File: src/rgc_pkg.sv
/*
 Shared constants and types for the rail-six enable gating block.
 Assumes a single 10 MHz clock and register access over 32-bit APB.
*/
package rgc_pkg;

  // Clock and millisecond scale
  localparam int unsigned CLK_HZ = 10_000_000;
  localparam int unsigned MS_PER_S = 1000;
  localparam int unsigned CYC_PER_MS = CLK_HZ / MS_PER_S;

  // Edge delay table, in milliseconds
  localparam int unsigned DLY_W = 3;
  localparam int unsigned MS_W = 7;
  localparam logic [MS_W-1:0] DLY_MS_0 = 7'h00;
  localparam logic [MS_W-1:0] DLY_MS_1 = 7'h02;
  localparam logic [MS_W-1:0] DLY_MS_2 = 7'h04;
  localparam logic [MS_W-1:0] DLY_MS_3 = 7'h08;
  localparam logic [MS_W-1:0] DLY_MS_4 = 7'h10;
  localparam logic [MS_W-1:0] DLY_MS_5 = 7'h18;
  localparam logic [MS_W-1:0] DLY_MS_6 = 7'h20;
  localparam logic [MS_W-1:0] DLY_MS_7 = 7'h40;
  localparam int unsigned DLY_PCT_TOL = 10;

  // Register indices; byte address is four times the index
  localparam int unsigned ADDR_W = 12;
  localparam logic [7:0] IDX_GOOD_MASK = 8'h16;
  localparam logic [7:0] IDX_SRC_STEP = 8'h17;
  localparam logic [7:0] IDX_EDGE_DLY = 8'h18;
  localparam logic [7:0] IDX_STATUS = 8'h1f;
  localparam logic [ADDR_W-1:0] ADDR_GOOD_MASK = 12'(IDX_GOOD_MASK * 4);
  localparam logic [ADDR_W-1:0] ADDR_SRC_STEP = 12'(IDX_SRC_STEP * 4);
  localparam logic [ADDR_W-1:0] ADDR_EDGE_DLY = 12'(IDX_EDGE_DLY * 4);
  localparam logic [ADDR_W-1:0] ADDR_STATUS = 12'(IDX_STATUS * 4);

  // Field positions
  localparam int unsigned STEP_BIT = 5;
  localparam int unsigned SRC_LSB = 2;
  localparam int unsigned SRC_W = 3;
  localparam int unsigned MASK2_W = 2;
  localparam int unsigned ON_DLY_LSB = 0;
  localparam int unsigned OFF_DLY_LSB = 3;
  localparam int unsigned GOOD_W = 10;

  // Default image standing in for the one-time-programmable load
  localparam logic [7:0] RST_GOOD_MASK = 8'h00;
  localparam logic [7:0] RST_SRC_STEP = 8'hc0;
  localparam logic [7:0] RST_EDGE_DLY = 8'h00;

  // Enable source codes
  typedef enum logic [SRC_W-1:0] {
    SRC_CTRL_INPUT_1 = 3'h0,
    SRC_CTRL_INPUT_2 = 3'h1,
    SRC_CTRL_INPUT_5 = 3'h2,
    SRC_CTRL_INPUT_4 = 3'h3,
    SRC_CTRL_INPUT_3 = 3'h4,
    SRC_CTL34 = 3'h5,
    SRC_CTRL_INPUT_6 = 3'h6,
    SRC_ALWAYS = 3'h7
  } rgc_src_e;

  // Edge delay states, one-hot
  typedef enum logic [3:0] {
    ST_OFF = 4'h1,
    ST_RISE = 4'h2,
    ST_ON = 4'h4,
    ST_FALL = 4'h8
  } rgc_dly_state_e;

  // Control pins from the system controller
  typedef struct packed {
    logic ctrl_input_6;
    logic ctrl_input_5;
    logic ctrl_input_4;
    logic ctrl_input_3;
    logic ctrl_input_2;
    logic ctrl_input_1;
  } rgc_ctrl_s;

  // Power-good inputs, ordered as the ten mask bits
  typedef struct packed {
    logic ldo_third;
    logic ldo_second;
    logic load_switch_a1;
    logic buck_rail_5;
    logic buck_rail_4;
    logic buck_rail_3;
    logic buck_rail_2;
    logic buck_rail_1;
    logic switch_b2_ldo_first;
    logic load_switch_b1;
  } rgc_good_s;

  // Delay code to milliseconds
  function automatic logic [MS_W-1:0] rgc_delay_ms(input logic [DLY_W-1:0] code);
    logic [MS_W-1:0] ms;
    ms = DLY_MS_0;
    unique case (code)
      3'h0: ms = DLY_MS_0;
      3'h1: ms = DLY_MS_1;
      3'h2: ms = DLY_MS_2;
      3'h3: ms = DLY_MS_3;
      3'h4: ms = DLY_MS_4;
      3'h5: ms = DLY_MS_5;
      3'h6: ms = DLY_MS_6;
      3'h7: ms = DLY_MS_7;
    endcase
    return ms;
  endfunction : rgc_delay_ms

endpackage : rgc_pkg

File: src/rgc_enable_logic.sv
/*
 Source selection and power-good qualification for rail six.
 Assumes control pins and power-good inputs are synchronous to clk_sys.
*/
`timescale 1ns/1ns
module rgc_enable_logic (
  input wire logic clk_sys,
  input wire logic sys_rst,
  input rgc_pkg::rgc_ctrl_s ctrl,
  input rgc_pkg::rgc_good_s good,
  input wire logic [rgc_pkg::GOOD_W-1:0] good_mask,
  input wire logic [rgc_pkg::SRC_W-1:0] src_sel,
  output logic source_req,
  output logic goods_ok
);
  import rgc_pkg::*;

  logic next_source;

  // Source multiplexer; code seven inserts a constant one
  always_comb begin
    next_source = 1'b0;
    unique case (rgc_src_e'(src_sel))
      SRC_CTRL_INPUT_1: next_source = ctrl.ctrl_input_1;
      SRC_CTRL_INPUT_2: next_source = ctrl.ctrl_input_2;
      SRC_CTRL_INPUT_5: next_source = ctrl.ctrl_input_5;
      SRC_CTRL_INPUT_4: next_source = ctrl.ctrl_input_4;
      SRC_CTRL_INPUT_3: next_source = ctrl.ctrl_input_3;
      SRC_CTL34: next_source = ctrl.ctrl_input_3 & ctrl.ctrl_input_4;
      SRC_CTRL_INPUT_6: next_source = ctrl.ctrl_input_6;
      SRC_ALWAYS: next_source = 1'b1;
    endcase
  end

  // Registered so both terms line up in time
  always_ff @(posedge clk_sys) begin
    if (sys_rst) begin
      source_req <= 1'b0;
      goods_ok <= 1'b0;
    end else begin
      source_req <= next_source;
      goods_ok <= &(good | good_mask);
    end
  end

endmodule : rgc_enable_logic

File: src/rgc_edge_delay.sv
/*
 Delays the rising and falling edges of one level by a coded time.
 Assumes the codes are stable while a delay is running; they are
 sampled when an edge is first seen.
*/
`timescale 1ns/1ns
module rgc_edge_delay #(
  parameter int unsigned CYC_PER_MS = rgc_pkg::CYC_PER_MS,
  parameter int unsigned CNT_W = 20
) (
  input wire logic clk_sys,
  input wire logic sys_rst,
  input wire logic level_in,
  input wire logic [rgc_pkg::DLY_W-1:0] rise_code,
  input wire logic [rgc_pkg::DLY_W-1:0] fall_code,
  output logic level_out,
  output logic busy
);
  import rgc_pkg::*;

  rgc_dly_state_e state;
  logic [CNT_W-1:0] cnt;
  logic [CNT_W-1:0] rise_cyc;
  logic [CNT_W-1:0] fall_cyc;

  // Exact cycle counts; far tighter than the allowed tolerance
  assign rise_cyc = CNT_W'(rgc_delay_ms(rise_code) * CYC_PER_MS);
  assign fall_cyc = CNT_W'(rgc_delay_ms(fall_code) * CYC_PER_MS);

  // A reversed edge during a wait cancels it; no glitch reaches the rail
  always_ff @(posedge clk_sys) begin
    if (sys_rst) begin
      state <= ST_OFF;
      cnt <= '0;
      level_out <= 1'b0;
    end else begin
      unique case (state)
        ST_OFF: if (level_in) begin
          if (rise_cyc == '0) begin
            state <= ST_ON;
            level_out <= 1'b1;
          end else begin
            state <= ST_RISE;
            cnt <= rise_cyc - 1'b1;
          end
        end
        ST_RISE: if (!level_in) begin
          state <= ST_OFF;
        end else if (cnt == '0) begin
          state <= ST_ON;
          level_out <= 1'b1;
        end else begin
          cnt <= cnt - 1'b1;
        end
        ST_ON: if (!level_in) begin
          if (fall_cyc == '0) begin
            state <= ST_OFF;
            level_out <= 1'b0;
          end else begin
            state <= ST_FALL;
            cnt <= fall_cyc - 1'b1;
          end
        end
        ST_FALL: if (level_in) begin
          state <= ST_ON;
        end else if (cnt == '0) begin
          state <= ST_OFF;
          level_out <= 1'b0;
        end else begin
          cnt <= cnt - 1'b1;
        end
      endcase
    end
  end

  assign busy = (state == ST_RISE) || (state == ST_FALL);

endmodule : rgc_edge_delay

File: src/rail_enable_gating_ctrl.sv
/*
 Enable gating for the sixth buck rail: source selection, power-good
 qualification, edge delays, step-size select and an APB register slave.
 Assumes one 10 MHz clock, synchronous pins and a standard APB master.
*/
// The implementer's own choice: register access over APB.
`timescale 1ns/1ns
module rail_enable_gating_ctrl #(
  parameter int unsigned CYC_PER_MS = rgc_pkg::CYC_PER_MS,
  parameter logic [7:0] OTP_GOOD_MASK = rgc_pkg::RST_GOOD_MASK,
  parameter logic [7:0] OTP_SRC_STEP = rgc_pkg::RST_SRC_STEP,
  parameter logic [7:0] OTP_EDGE_DLY = rgc_pkg::RST_EDGE_DLY
) (
  input wire logic clk_sys,
  input wire logic sys_rst,
  input wire logic psel,
  input wire logic penable,
  input wire logic pwrite,
  input wire logic [rgc_pkg::ADDR_W-1:0] paddr,
  input wire logic [31:0] pwdata,
  input wire logic [3:0] pstrb,
  output logic [31:0] prdata,
  output logic pready,
  output logic pslverr,
  input rgc_pkg::rgc_ctrl_s ctrl,
  input rgc_pkg::rgc_good_s good,
  output logic rail6_enable,
  output logic rail6_voltage_step_select
);
  import rgc_pkg::*;

  // Configuration registers
  logic [7:0] rail6_good_mask_primary;
  logic [7:0] rail6_enable_source_step;
  logic [7:0] rail6_enable_edge_delays;

  // Bus decode
  logic setup_phase;
  logic access_done;
  logic wr_en;
  logic hit;
  logic [31:0] next_rdata;

  // Datapath
  logic [GOOD_W-1:0] good_mask;
  logic [SRC_W-1:0] rail6_enable_source_field;
  logic [DLY_W-1:0] rail6_on_delay_field;
  logic [DLY_W-1:0] rail6_off_delay_field;
  logic source_req;
  logic goods_ok;
  logic source_delayed;
  logic delay_busy;
  logic [7:0] status;

  // Field extraction
  assign good_mask = {rail6_good_mask_primary,
                      rail6_enable_source_step[MASK2_W-1:0]};
  assign rail6_enable_source_field =
    rail6_enable_source_step[SRC_LSB +: SRC_W];
  assign rail6_on_delay_field =
    rail6_enable_edge_delays[ON_DLY_LSB +: DLY_W];
  assign rail6_off_delay_field =
    rail6_enable_edge_delays[OFF_DLY_LSB +: DLY_W];

  // APB phases; the slave answers in the first access cycle
  assign setup_phase = psel && !penable;
  assign access_done = psel && penable && pready;
  assign wr_en = access_done && pwrite && !pslverr && pstrb[0];

  // Address decode
  always_comb begin
    hit = 1'b1;
    next_rdata = '0;
    unique case (paddr)
      ADDR_GOOD_MASK: next_rdata = {24'h000000, rail6_good_mask_primary};
      ADDR_SRC_STEP: next_rdata = {24'h000000, rail6_enable_source_step};
      ADDR_EDGE_DLY: next_rdata = {24'h000000, rail6_enable_edge_delays};
      ADDR_STATUS: next_rdata = {24'h000000, status};
      default: hit = 1'b0;
    endcase
  end

  // Answer registered at setup; held through the access cycle
  always_ff @(posedge clk_sys) begin
    if (sys_rst) begin
      pready <= 1'b0;
      pslverr <= 1'b0;
      prdata <= '0;
    end else if (setup_phase) begin
      pready <= 1'b1;
      pslverr <= !hit;
      prdata <= pwrite ? 32'h00000000 : next_rdata;
    end else begin
      pready <= 1'b0;
      pslverr <= 1'b0;
      prdata <= '0;
    end
  end

  // Mask register; reset loads the programmed default image
  always_ff @(posedge clk_sys) begin
    if (sys_rst) begin
      rail6_good_mask_primary <= OTP_GOOD_MASK;
    end else if (wr_en && paddr == ADDR_GOOD_MASK) begin
      rail6_good_mask_primary <= pwdata[7:0];
    end
  end

  // Source and step register; runtime step changes are allowed but
  // discouraged, so the write path is not blocked
  always_ff @(posedge clk_sys) begin
    if (sys_rst) begin
      rail6_enable_source_step <= OTP_SRC_STEP;
    end else if (wr_en && paddr == ADDR_SRC_STEP) begin
      rail6_enable_source_step <= pwdata[7:0];
    end
  end

  // Edge delay register
  always_ff @(posedge clk_sys) begin
    if (sys_rst) begin
      rail6_enable_edge_delays <= OTP_EDGE_DLY;
    end else if (wr_en && paddr == ADDR_EDGE_DLY) begin
      rail6_enable_edge_delays <= pwdata[7:0];
    end
  end

  // Source mux and power-good qualification
  rgc_enable_logic u_enable_logic (
    .clk_sys(clk_sys),
    .sys_rst(sys_rst),
    .ctrl(ctrl),
    .good(good),
    .good_mask(good_mask),
    .src_sel(rail6_enable_source_field),
    .source_req(source_req),
    .goods_ok(goods_ok)
  );

  // Edge delays act on the selected source only
  rgc_edge_delay #(
    .CYC_PER_MS(CYC_PER_MS),
    .CNT_W(20)
  ) u_edge_delay (
    .clk_sys(clk_sys),
    .sys_rst(sys_rst),
    .level_in(source_req),
    .rise_code(rail6_on_delay_field),
    .fall_code(rail6_off_delay_field),
    .level_out(source_delayed),
    .busy(delay_busy)
  );

  // Rail enable; a lost power-good drops the rail two cycles later, without waiting for the off delay
  always_ff @(posedge clk_sys) begin
    if (sys_rst) begin
      rail6_enable <= 1'b0;
    end else begin
      rail6_enable <= source_delayed && goods_ok;
    end
  end

  // Step select to the regulator reference
  always_ff @(posedge clk_sys) begin
    if (sys_rst) begin
      rail6_voltage_step_select <= 1'b0;
    end else begin
      rail6_voltage_step_select <= rail6_enable_source_step[STEP_BIT];
    end
  end

  // Read-only status word
  assign status = {4'h0, delay_busy, goods_ok, source_req, rail6_enable};

endmodule : rail_enable_gating_ctrl

File: config.mk
export PLATFORM = sky130hd
export DESIGN_NAME = rail_enable_gating_ctrl
export DESIGN_NICKNAME = d
export VERILOG_FILES = /design/src/rgc_pkg.sv /design/src/rgc_enable_logic.sv /design/src/rgc_edge_delay.sv /design/src/rail_enable_gating_ctrl.sv
export SDC_FILE = /design/constraint.sdc
export NUM_CORES = 1
export LEC_CHECK = 0
export BUFFER_PORTS_ARGS = -buffer_cell sky130_fd_sc_hd__buf_2
export CAP_MARGIN = 20
export CORE_UTILIZATION = 50
export DETAILED_ROUTE_END_ITERATION = 10
export GPL_TIMING_DRIVEN = 0
export PLACE_DENSITY = 0.7
export SLEW_MARGIN = 5
export SYNTH_ARGS = -nofsm -noshare
export SYNTH_HDL_FRONTEND = slang
export SYNTH_SLANG_ARGS = --single-unit
File: constraint.sdc
create_clock -name clk_sys -period 9.63 [get_ports clk_sys]
set_clock_uncertainty 0.2 [all_clocks]
set_input_delay 1.4445 -clock clk_sys [delete_from_list [all_inputs] [get_ports clk_sys]]
set_output_delay 1.4445 -clock clk_sys [all_outputs]
set_load 0.03 [all_outputs]
# Word level (Yosys, flattened, before mapping)

Memories as Yosys holds them, arrays and structs flattened. A register that Yosys moved wholly into a read port is not among the register bits.
Cells that the tools add are included.
Widths: inputs -> output; s select.

Add/sub/neg operators: 3
Multipliers: 2
Equality and inequality tests: 27
Muxes and demuxes: 34
Bitwise operators: 3
Reduce and logical (&&, ||, !) cells: 25

Operator list:

| cell                  | number |
|---|---|
| $mux 20               | 7 |
| $pmux 20 s4           | 1 |
| $logic_not 20->1      | 3 |
| $sub 20x1->20 const B | 3 |
| $eq 12x7->1 const B   | 4 |
| $mul 7x10->16 const B | 2 |
| $pmux 8 s4            | 1 |
| $mux 4                | 7 |
| $pmux 4 s4            | 1 |
| $mux 3                | 5 |
| $eq 3x3->1 const B    | 4 |
| $ne 2x2->1 const B    | 6 |
| $logic_and 1x1->1     | 10 |
| $mux 1                | 10 |
| $or 10x10->10         | 1 |
| $reduce_and 10->1     | 1 |
| $ne 2x1->1 const B    | 4 |
| $pmux 1 s8            | 1 |
| $reduce_and 8->1      | 1 |
| $eq 3x2->1 const B    | 2 |
| $ne 3x2->1 const B    | 2 |
| $reduce_and 6->1      | 1 |
| $eq 4x1->1 const B    | 1 |
| $eq 4x2->1 const B    | 1 |
| 13 further kinds      | 15 |

Register bits: 87
Memory bits (read-only): 96
Bits of input ports: 69
Output and inout port bits: 36
Word-level logic and storage cells: 109
Memories: 2

Memories:

| memory           | depth | width | read ports | clocked after Yosys merged registers in | wr ports | line          | source |
|---|---|---|---|---|---|---|---|
| (name not given) | 8     | 6     | 1          | 1                                       | 0        | rgc_pkg.sv:98 | `unique case (code)` |
| (name not given) | 8     | 6     | 1          | 1                                       | 0        | rgc_pkg.sv:98 |  |

# Depth between registers and ports, before layout

Gate-level depths: netlist (run 1).

Word-level depth: 8
Gate-level depth with buffers: 18
Mapped depth without buffers: 17

# Hierarchy

From an unflattened synthesis (run 1), not the netlist that was laid out.

Cell total of the unflattened synthesis: 659
Area, all modules: 5445.2 um2

Modules (own cells, without submodules):

| module                  | instances | cells each | area an instance (um2) | seq. area each (um2) |
|---|---|---|---|---|
| rgc_edge_delay          | 1         | 467        | 3557.2                 | 500.5 |
| rail_enable_gating_ctrl | 1         | 173        | 1726.7                 | 720.7 |
| rgc_enable_logic        | 1         | 19         | 161.4                  | 40.0 |

# Least setup slack after synthesis (run 1)

OpenSTA, ideal clock, no wires.

Path type: reg2reg
From: register u_edge_delay.fall_cyc[8] (netlist name)
To: register u_edge_delay.cnt[2]
Setup time: 135 ps
Arrival time: 4180 ps
Required time: 9295 ps
Setup slack: 5115 ps
Stages on the path, launching flop included: 17
Buffers on the path: 2
Period minus slack after synthesis: 4515 ps
Cells stage by stage: dfxtp_1 fa_1 inv_1 fa_1 inv_1 ha_1 ha_1 ha_1 buf_2 o211ai_1 o211ai_1 a21oi_1 mux2_4 o41a_1 buf_2 a21oi_1 nor4_2

RTL lines:

| item                   | line                 | source |
|---|---|---|
| end signal: assignment | rgc_edge_delay.sv:44 | `cnt <= rise_cyc - 1'b1;` |
| end signal: assignment | rgc_edge_delay.sv:53 | `cnt <= cnt - 1'b1;` |
| end signal: assignment | rgc_edge_delay.sv:61 | `cnt <= fall_cyc - 1'b1;` |
| end: declaration       | rgc_edge_delay.sv:22 | `logic [CNT_W-1:0] cnt;` |

==> metrics.yaml, run 1 <==
synthesis:
  ys_types: 81
  synth_edf_count: 0
  ys_seq_area_share_pct: 24.0
  syn_avg_cell_area_sq_um: 8.50
  synth_cells: 736
  async_flop_share_pct: 0
  ys_warn_count: 0
  synth-seq-cells: 75
  synth-main-ff-cell: "dfxtp_1"
  synth_area_sq_um: 6260
cts:
  cts_made_buffers: 9
  cts.clk_slew.worst_paths_ps: 60
  h-tree-depth: 3
  cts_root_buf: "clkbuf_16"
  post_cts_buffers: 0
  clockBufferDepth: 2
  tritoncts: "built"
  clock_sinks: 75
  cts_resized: 0
  worstSkewPairLatency_ps: 340
  cts_hold_buf: 0
floorplanning:
  initial_utilization_pct: 51.7
  core_sq_um: 12100
  die-area_sq_um: 13000
  dieHeight_um: 114
  boundaryPins: 105
  rows: 40
  die_w_um: 114
pwr:
  peakVddDrop_mv: 0.108
  power.switching_w: 0.000297
  clockPowerShare_pct: 40.4
  total_power_w: 0.000936
  swShare_pct: 31.8
  leakagePower_nw: 3.42
  intPower_w: 0.000639
  comb_power_share_pct: 22.1
  powerDensity_nw_per_um2: 131
  pwr-share-seq_pct: 37.6
timing:
  worst_pin_slew_ps: 1110
  fin_setup_tns_ps: 0
  layout_min_cycle_time_ps: 4980
  holdWs_ps: 231
  fin_crit_sh_pct: 51.7
  final_hold_viol_count: 0
  setup-violations-final: 0
  relSlewSlack_pct: 25.3
  max_freq_ghz: 0.201
  rsz0062_at_grt: "false"
  setup_ws_ps: 4650
  drv_slew: 0
finish:
  n_antenna_cell: 0
  layout.cells.non_filler: 996
  final_common_cell: "dfxtp_1"
  syn_to_final_growth_pct: 14.3
  final_nets: 975
  final_layout_size_suffix_gt1_share_pct: 16.9
  final_cell_mix: "dfxtp_1, nor2_1, ha_1"
routing:
  routed_wirelength_um: 16400
  wire_per_inst_um: 16.5
  dr.pass1.iters: 7
  ant_nets: 0
  drt-initial-drc-count: 374
  num_vias: 5878
  drt-vias-per-instance: 5.90
  drc_errors: 0
worst_setup_path:
  path_max_fanout: 10
  end_kind: "flop"
  cp-start-kind: "flop"
  worstPathArrival_ps: 5020
  crit_type: "flop to flop"
  crit_required_ps: 9670
placement:
  detailed_place_hpwl_um: 13000
  gp_congestion: 0.913
  pre_cts_ws_ps: 4660
  dp_cells: 979
  portBuffers: 52
hold_path:
  holdCritPathClass: "flop to flop"
global_route:
  antenna_found_initial: 0
  grt_remaining_overflow: 0
  grt_pass1_vias: 5429
  grt_pass1_wl_um: 26200
  grt_max_degree: 16
  track_usage_pct: 25.5
status:
  status: "complete, no violations"
flow_run:
  cap_violations: 0
## state kept, by name, indices dropped and copies added, names as in the netlist, named ones only
| register | flops |
|---|---|
| rail6_enable_source_step | 8 |
| rail6_voltage_step_select | 1 |
| u_edge_delay.rise_cyc | 4 |
| rail6_good_mask_primary | 8 |
| u_enable_logic.goods_ok | 1 |
| u_edge_delay.cnt | 20 |
| u_enable_logic.source_req | 1 |
| u_edge_delay.level_out | 1 |
| pready | 1 |
| u_edge_delay.fall_cyc | 4 |
| rail6_enable_edge_delays | 8 |
| pslverr | 1 |
| prdata | 8 |
| u_edge_delay.state | 4 |
| rail6_enable | 1 |
## metal layers
layer / GRT usage, % / wire length, um
met5: 0 / 0
met3: 5.58 / 1400
met1: 32.4 / 6730
met2: 42.0 / 7770
met4: 10.4 / 516
## cell type report
cell class | count | area, sq um
fill | 1115 | 4960
multi-input combinational | 587 | 4360
sequential | 75 | 1500
buffer | 54 | 325
timing repair buffer | 53 | 265
clock buffer | 9 | 225
tap | 168 | 210
inverter | 43 | 161
clock inverter | 7 | 106
## worst paths after layout
check,slack (ps),from,to,depth (start not counted)
worst max-delay path,4650,u_edge_delay.fall_cyc[5]$_SDFF_PP0_,u_edge_delay.cnt[13]$_SDFFE_PP0P_,16
worst min-delay path,230,u_edge_delay.level_out$_SDFFE_PP0P_,rail6_enable$_SDFF_PP0_,2
worst max register to register,4650,u_edge_delay.fall_cyc[5]$_SDFF_PP0_,u_edge_delay.cnt[13]$_SDFFE_PP0P_,16
worst min register to register,230,u_edge_delay.level_out$_SDFFE_PP0P_,rail6_enable$_SDFF_PP0_,2
## stage by stage
step / area (sq um) / utilization (%)
floorplan: 6340 / -
global placement: 6820 / 56.3
detailed placement: 6820 / 56.3
CTS: 7150 / 59.0
global route: 7150 / 59.0
finish: 7150 / 59.0
## power groups by stage
stage | combinational, W | sequential (W) | clock [W]
2_1_floorplan | 0.000152 | 0.000354 | 0
3_3_place_gp | 0.000199 | 0.000357 | 0
3_5_place_dp | 0.000201 | 0.000358 | 0
4_1_cts | 0.000202 | 0.000351 | 0.000378
5_1_grt | 0.000225 | 0.000354 | 0.000392
6_report | 0.000207 | 0.000352 | 0.000378
## cells in the mapped netlist, drive strengths merged (13+ instances only)
| cell | instances | area, sq um |
|---|---|---|
| a21oi | 45 | 225 |
| buf | 36 | 254 |
| clkbuf | 18 | 71.3 |
| dfxtp | 75 | 1500 |
| fa | 14 | 280 |
| ha | 69 | 863 |
| inv | 43 | 161 |
| mux2i | 16 | 160 |
| nand2 | 45 | 169 |
| nand3 | 20 | 100 |
| nor2 | 73 | 279 |
| nor3 | 27 | 145 |
| nor4 | 21 | 169 |
| o21ai | 17 | 88.8 |
| o22ai | 15 | 93.8 |
| xnor2 | 24 | 210 |
| xor2 | 13 | 121 |
## critical path, cell delays in order (launching register included)
cell and delay (ps):
dfxtp_1 510, inv_1 160, ha_1 390, ha_1 170
inv_1 50, fa_1 500, inv_1 40, ha_1 180
ha_1 220, fa_1 490, nor3_1 460, nand4b_1 180
mux2_4 330, o41ai_4 550, buf_6 220, o311ai_1 110
o31ai_1 110
## kinds of logic (layout without fill, tap and decap cells)
logic type	Yosys count	after routing	synth area share [%]
AND/OR/NAND/NOR	255	255	21.5
AO/OA/AOI/OAI	166	166	19.3
buffers and inverters	97	166	7.78
adder cells (fa/ha/maj)	83	83	18.3
flip-flops	75	75	24.0
XOR/XNOR	37	37	5.30
multiplexers	22	22	3.88
other	1	24	0.0599
Power figures use the tool's default switching activity.
==> run 2: changes to the inputs <==
--- a/config.mk
+++ b/config.mk
@@ -5,6 +5,7 @@
 export SDC_FILE = /design/constraint.sdc
 export NUM_CORES = 1
 export LEC_CHECK = 0
+export ABC_AREA = 1
 export BUFFER_PORTS_ARGS = -buffer_cell sky130_fd_sc_hd__buf_2
 export CAP_MARGIN = 20
 export CORE_UTILIZATION = 50
==> constraint.sdc (replaced) <==
create_clock -name clk_sys -period 4.9 [get_ports clk_sys]
set_clock_uncertainty 0.2 [all_clocks]
set_input_delay 0.735 -clock clk_sys [delete_from_list [all_inputs] [get_ports clk_sys]]
set_output_delay 0.735 -clock clk_sys [all_outputs]
set_load 0.03 [all_outputs]
==> metrics.yaml, run 2 <==
global_route:
  track_usage_pct: 24.5  # -0.97 points
  antenna_found_initial: 0  # unchanged
  grt_pass1_wl_um: 25400  # -3.0%
  grt_max_degree: 15  # -1
  grt_pass1_vias: 5397  # -0.59%
  grt_remaining_overflow: 0  # unchanged
finish:
  final_common_cell: "nand2_1"
  syn_to_final_growth_pct: 14.0
  final_nets: 1190  # +22%
  largest_reg_flops: 20  # unchanged
  n_antenna_cell: 0  # unchanged
  final_cell_mix: "nand2_1, inv_1, nor2_1"
  final_layout_size_suffix_gt1_share_pct: 15.1  # -1.9 points
  design_area_sq_um: 7300  # +2.0%
  layout.cells.non_filler: 1211  # +22%
  largest_register: "u_edge_delay.cnt"
floorplanning:
  die-area_sq_um: 13300  # +2.2%
  core_sq_um: 12300  # +1.2%
  rows: 40  # unchanged
  boundaryPins: 105  # unchanged
  initial_utilization_pct: 52.2  # +0.52 points
  die_w_um: 115  # +1.1%
  dieHeight_um: 115  # +1.1%
cts:
  post_cts_buffers: 0  # unchanged
  clockBufferDepth: 2  # unchanged
  cts_resized: 0  # unchanged
  cts_made_buffers: 9  # unchanged
  tritoncts: "built"
  cts_hold_buf: 0  # unchanged
  h-tree-depth: 3  # unchanged
  cts.clk_slew.worst_paths_ps: 60  # about the same
  clock_sinks: 75  # unchanged
  worstSkewPairLatency_ps: 340  # about the same
  cts_root_buf: "clkbuf_16"
worst_setup_path:
  r2r_setup_slack_ps: 640  # -4010 ps
  end_kind: "flop"
  crit_path_cell_trace: "inv_1 -> ha_1 -> ha_1 -> inv_1 -> fa_1 -> inv_1 -> ha_1 -> ha_1 -> inv_1 -> fa_1 -> nand2_1 -> nor2_1 -> nand2_1 -> inv_1 -> nand3_1 -> nor2_2 -> nand3_2 -> nor2_2 -> nor2_4 -> buf_4 -> nor2_1 -> nor2_1"
  slowest_delay_ps: 580  # +30 ps
  reg2reg_depth: 22  # +6
  worstPathArrival_ps: 4300  # -720 ps
  crit_type: "flop to flop"
  cp_top_family: "adder cells"
  timing.critical_path.buf_inv: 6  # +2
  reg2reg_to: "u_edge_delay.cnt[8]$_SDFFE_PP0P_"
  path_max_fanout: 10  # unchanged
  cp-start-kind: "flop"
  crit_required_ps: 4940  # -4730 ps
  critPathMostFrequentCell: "inv_1"
  crit_slowest_cell: "dfxtp_1"
  path_depth: 22  # +6
  rr_startpoint: "u_edge_delay.rise_cyc[5]$_SDFF_PP0_"
placement:
  portBuffers: 53  # +1.9%
  place_area_sq_um: 6960  # +2.1%
  detailed_place_hpwl_um: 12500  # -3.9%
  gp_congestion: 0.932  # +2.1%
  dp_cells: 1195  # +22%
synthesis:
  synth-seq-cells: 75  # unchanged
  synth.most_common_cell: "nand2_1"
  synth.top_cell.area_share_pct: 23.5  # -0.53 points
  ys_warn_count: 0  # unchanged
  ys_types: 45  # -44%
  async_flop_share_pct: 0  # unchanged
  synth_edf_count: 0  # unchanged
  synth_cells: 951  # +29%
  synth-main-ff-cell: "dfxtp_1"
  synthTopCellsByArea: "dfxtp_1, ha_1, nand2_1"
  syn_avg_cell_area_sq_um: 6.73  # -21%
  yosys-top-cells-count: "nand2_1, inv_1, nor2_1"
  synth_area_sq_um: 6400  # +2.3%
  post-synth-top-area-cell: "dfxtp_1"
  ys_seq_area_share_pct: 23.5  # -0.53 points
timing:
  drv_slew: 0  # unchanged
  setup-violations-final: 0  # unchanged
  rsz0062_at_grt: "false"
  max_freq_ghz: 0.235  # +17%
  holdWs_ps: 242  # +11.0 ps
  layout_min_cycle_time_ps: 4260  # -720 ps
  relSlewSlack_pct: 63.5  # +38 points
  worst_pin_slew_ps: 544  # -568 ps
  final_hold_viol_count: 0  # unchanged
  fin_crit_sh_pct: 86.9  # +35 points
  fin_setup_tns_ps: 0  # unchanged
pwr:
  powerDensity_nw_per_um2: 281  # +110%
  leakagePower_nw: 4.11  # +20%
  total_power_w: 0.00205  # +120%
  peakVddDrop_mv: 0.193  # +79%
routing:
  dr.pass1.iters: 5  # -2
  ant_nets: 0  # unchanged
  routed_wirelength_um: 15500  # -5.5%
  num_vias: 6084  # +3.5%
  drt-initial-drc-count: 402  # +7.5%
  drt-vias-per-instance: 5.02  # -15%
  wire_per_inst_um: 12.8  # -22%
  drc_errors: 0  # unchanged
hold_path:
  worstHoldStart: "u_enable_logic.goods_ok$_SDFF_PP0_"
  hold_path_end: "rail6_enable$_SDFF_PP0_"
  holdCritPathClass: "flop to flop"
  worstHoldPathCells: 2  # unchanged
status:
  status: "complete, no violations"
flow_run:
  cap_violations: 0  # unchanged
[run 2: kinds of logic (layout without fill, tap and decap cells)]
kind of cell	after synthesis	in the layout	synth area share [%]
and+or+nand+nor	461	461	32.4
buffers and inverters	189	258	13.2
AOI/OAI and AO/OA	131	131	11.6
adders and majority gates	83	83	17.9
DFF	75	75	23.5
xor gates and xnor gates	11	11	1.51
other	1	24	0.0586
[run 2: layer usage]
metal | vias to the layer above | GRT usage [%] | wire length (um)
li1 | 3208 | - | -
met1 | 2721 | 32.1 | 7280
met2 | 134 | 41.1 | 7130
met3 | 21 | 5.27 | 843
met4 | 0 | 6.06 | 257
met5 | - | 0 | 0
[run 2: through the flow]
step / utilization, % / setup slack, ps
floorplan: - / 1070
global placement: 56.8 / 695
detailed placement: 56.8 / 647
CTS: 59.5 / 626
global route: 59.5 / 266
finish: 59.5 / 641
[run 2: power by group]
group,switching (W),internal [W],total (W)
registers,0.0000593,0.000669,0.000728
logic,0.000379,0.000205,0.000585
clock network,0.000274,0.000465,0.000739
total,0.000712,0.00134,0.00205
[run 2: worst min-delay path, delay by kind of cell, from the launching register on]
family	cells	cell delay, ps
buffers and inverters	1	60
and+or+nand+nor	1	40
DFF	1	300
[run 2: worst max path at each step]
stage                                                    from                                end  slack, ps
after floorplan           u_edge_delay.fall_cyc[8]$_SDFF_PN0_   u_edge_delay.cnt[7]$_SDFFE_PP0P_       1070
after global routing      u_edge_delay.rise_cyc[5]$_SDFF_PP0_  u_edge_delay.cnt[15]$_SDFFE_PP0P_        270
after detailed placement  u_edge_delay.rise_cyc[5]$_SDFF_PP0_   u_edge_delay.cnt[7]$_SDFFE_PP0P_        650
after global placement    u_edge_delay.rise_cyc[5]$_SDFF_PP0_  u_edge_delay.cnt[15]$_SDFFE_PP0P_        700
after CTS                 u_edge_delay.rise_cyc[5]$_SDFF_PP0_  u_edge_delay.cnt[11]$_SDFFE_PP0P_        630
final                     u_edge_delay.rise_cyc[5]$_SDFF_PP0_   u_edge_delay.cnt[8]$_SDFFE_PP0P_        640
[run 2: cell type report]
type / count / area, sq um
repair buffers: 53 / 265
plain buffers: 37 / 270
clock buffers: 10 / 239
fillers: 1211 / 4970
flip-flops and latches: 75 / 1500
well taps: 168 / 210
multi-input cells: 710 / 4140
inverters: 152 / 572
clock inverters: 6 / 95.1
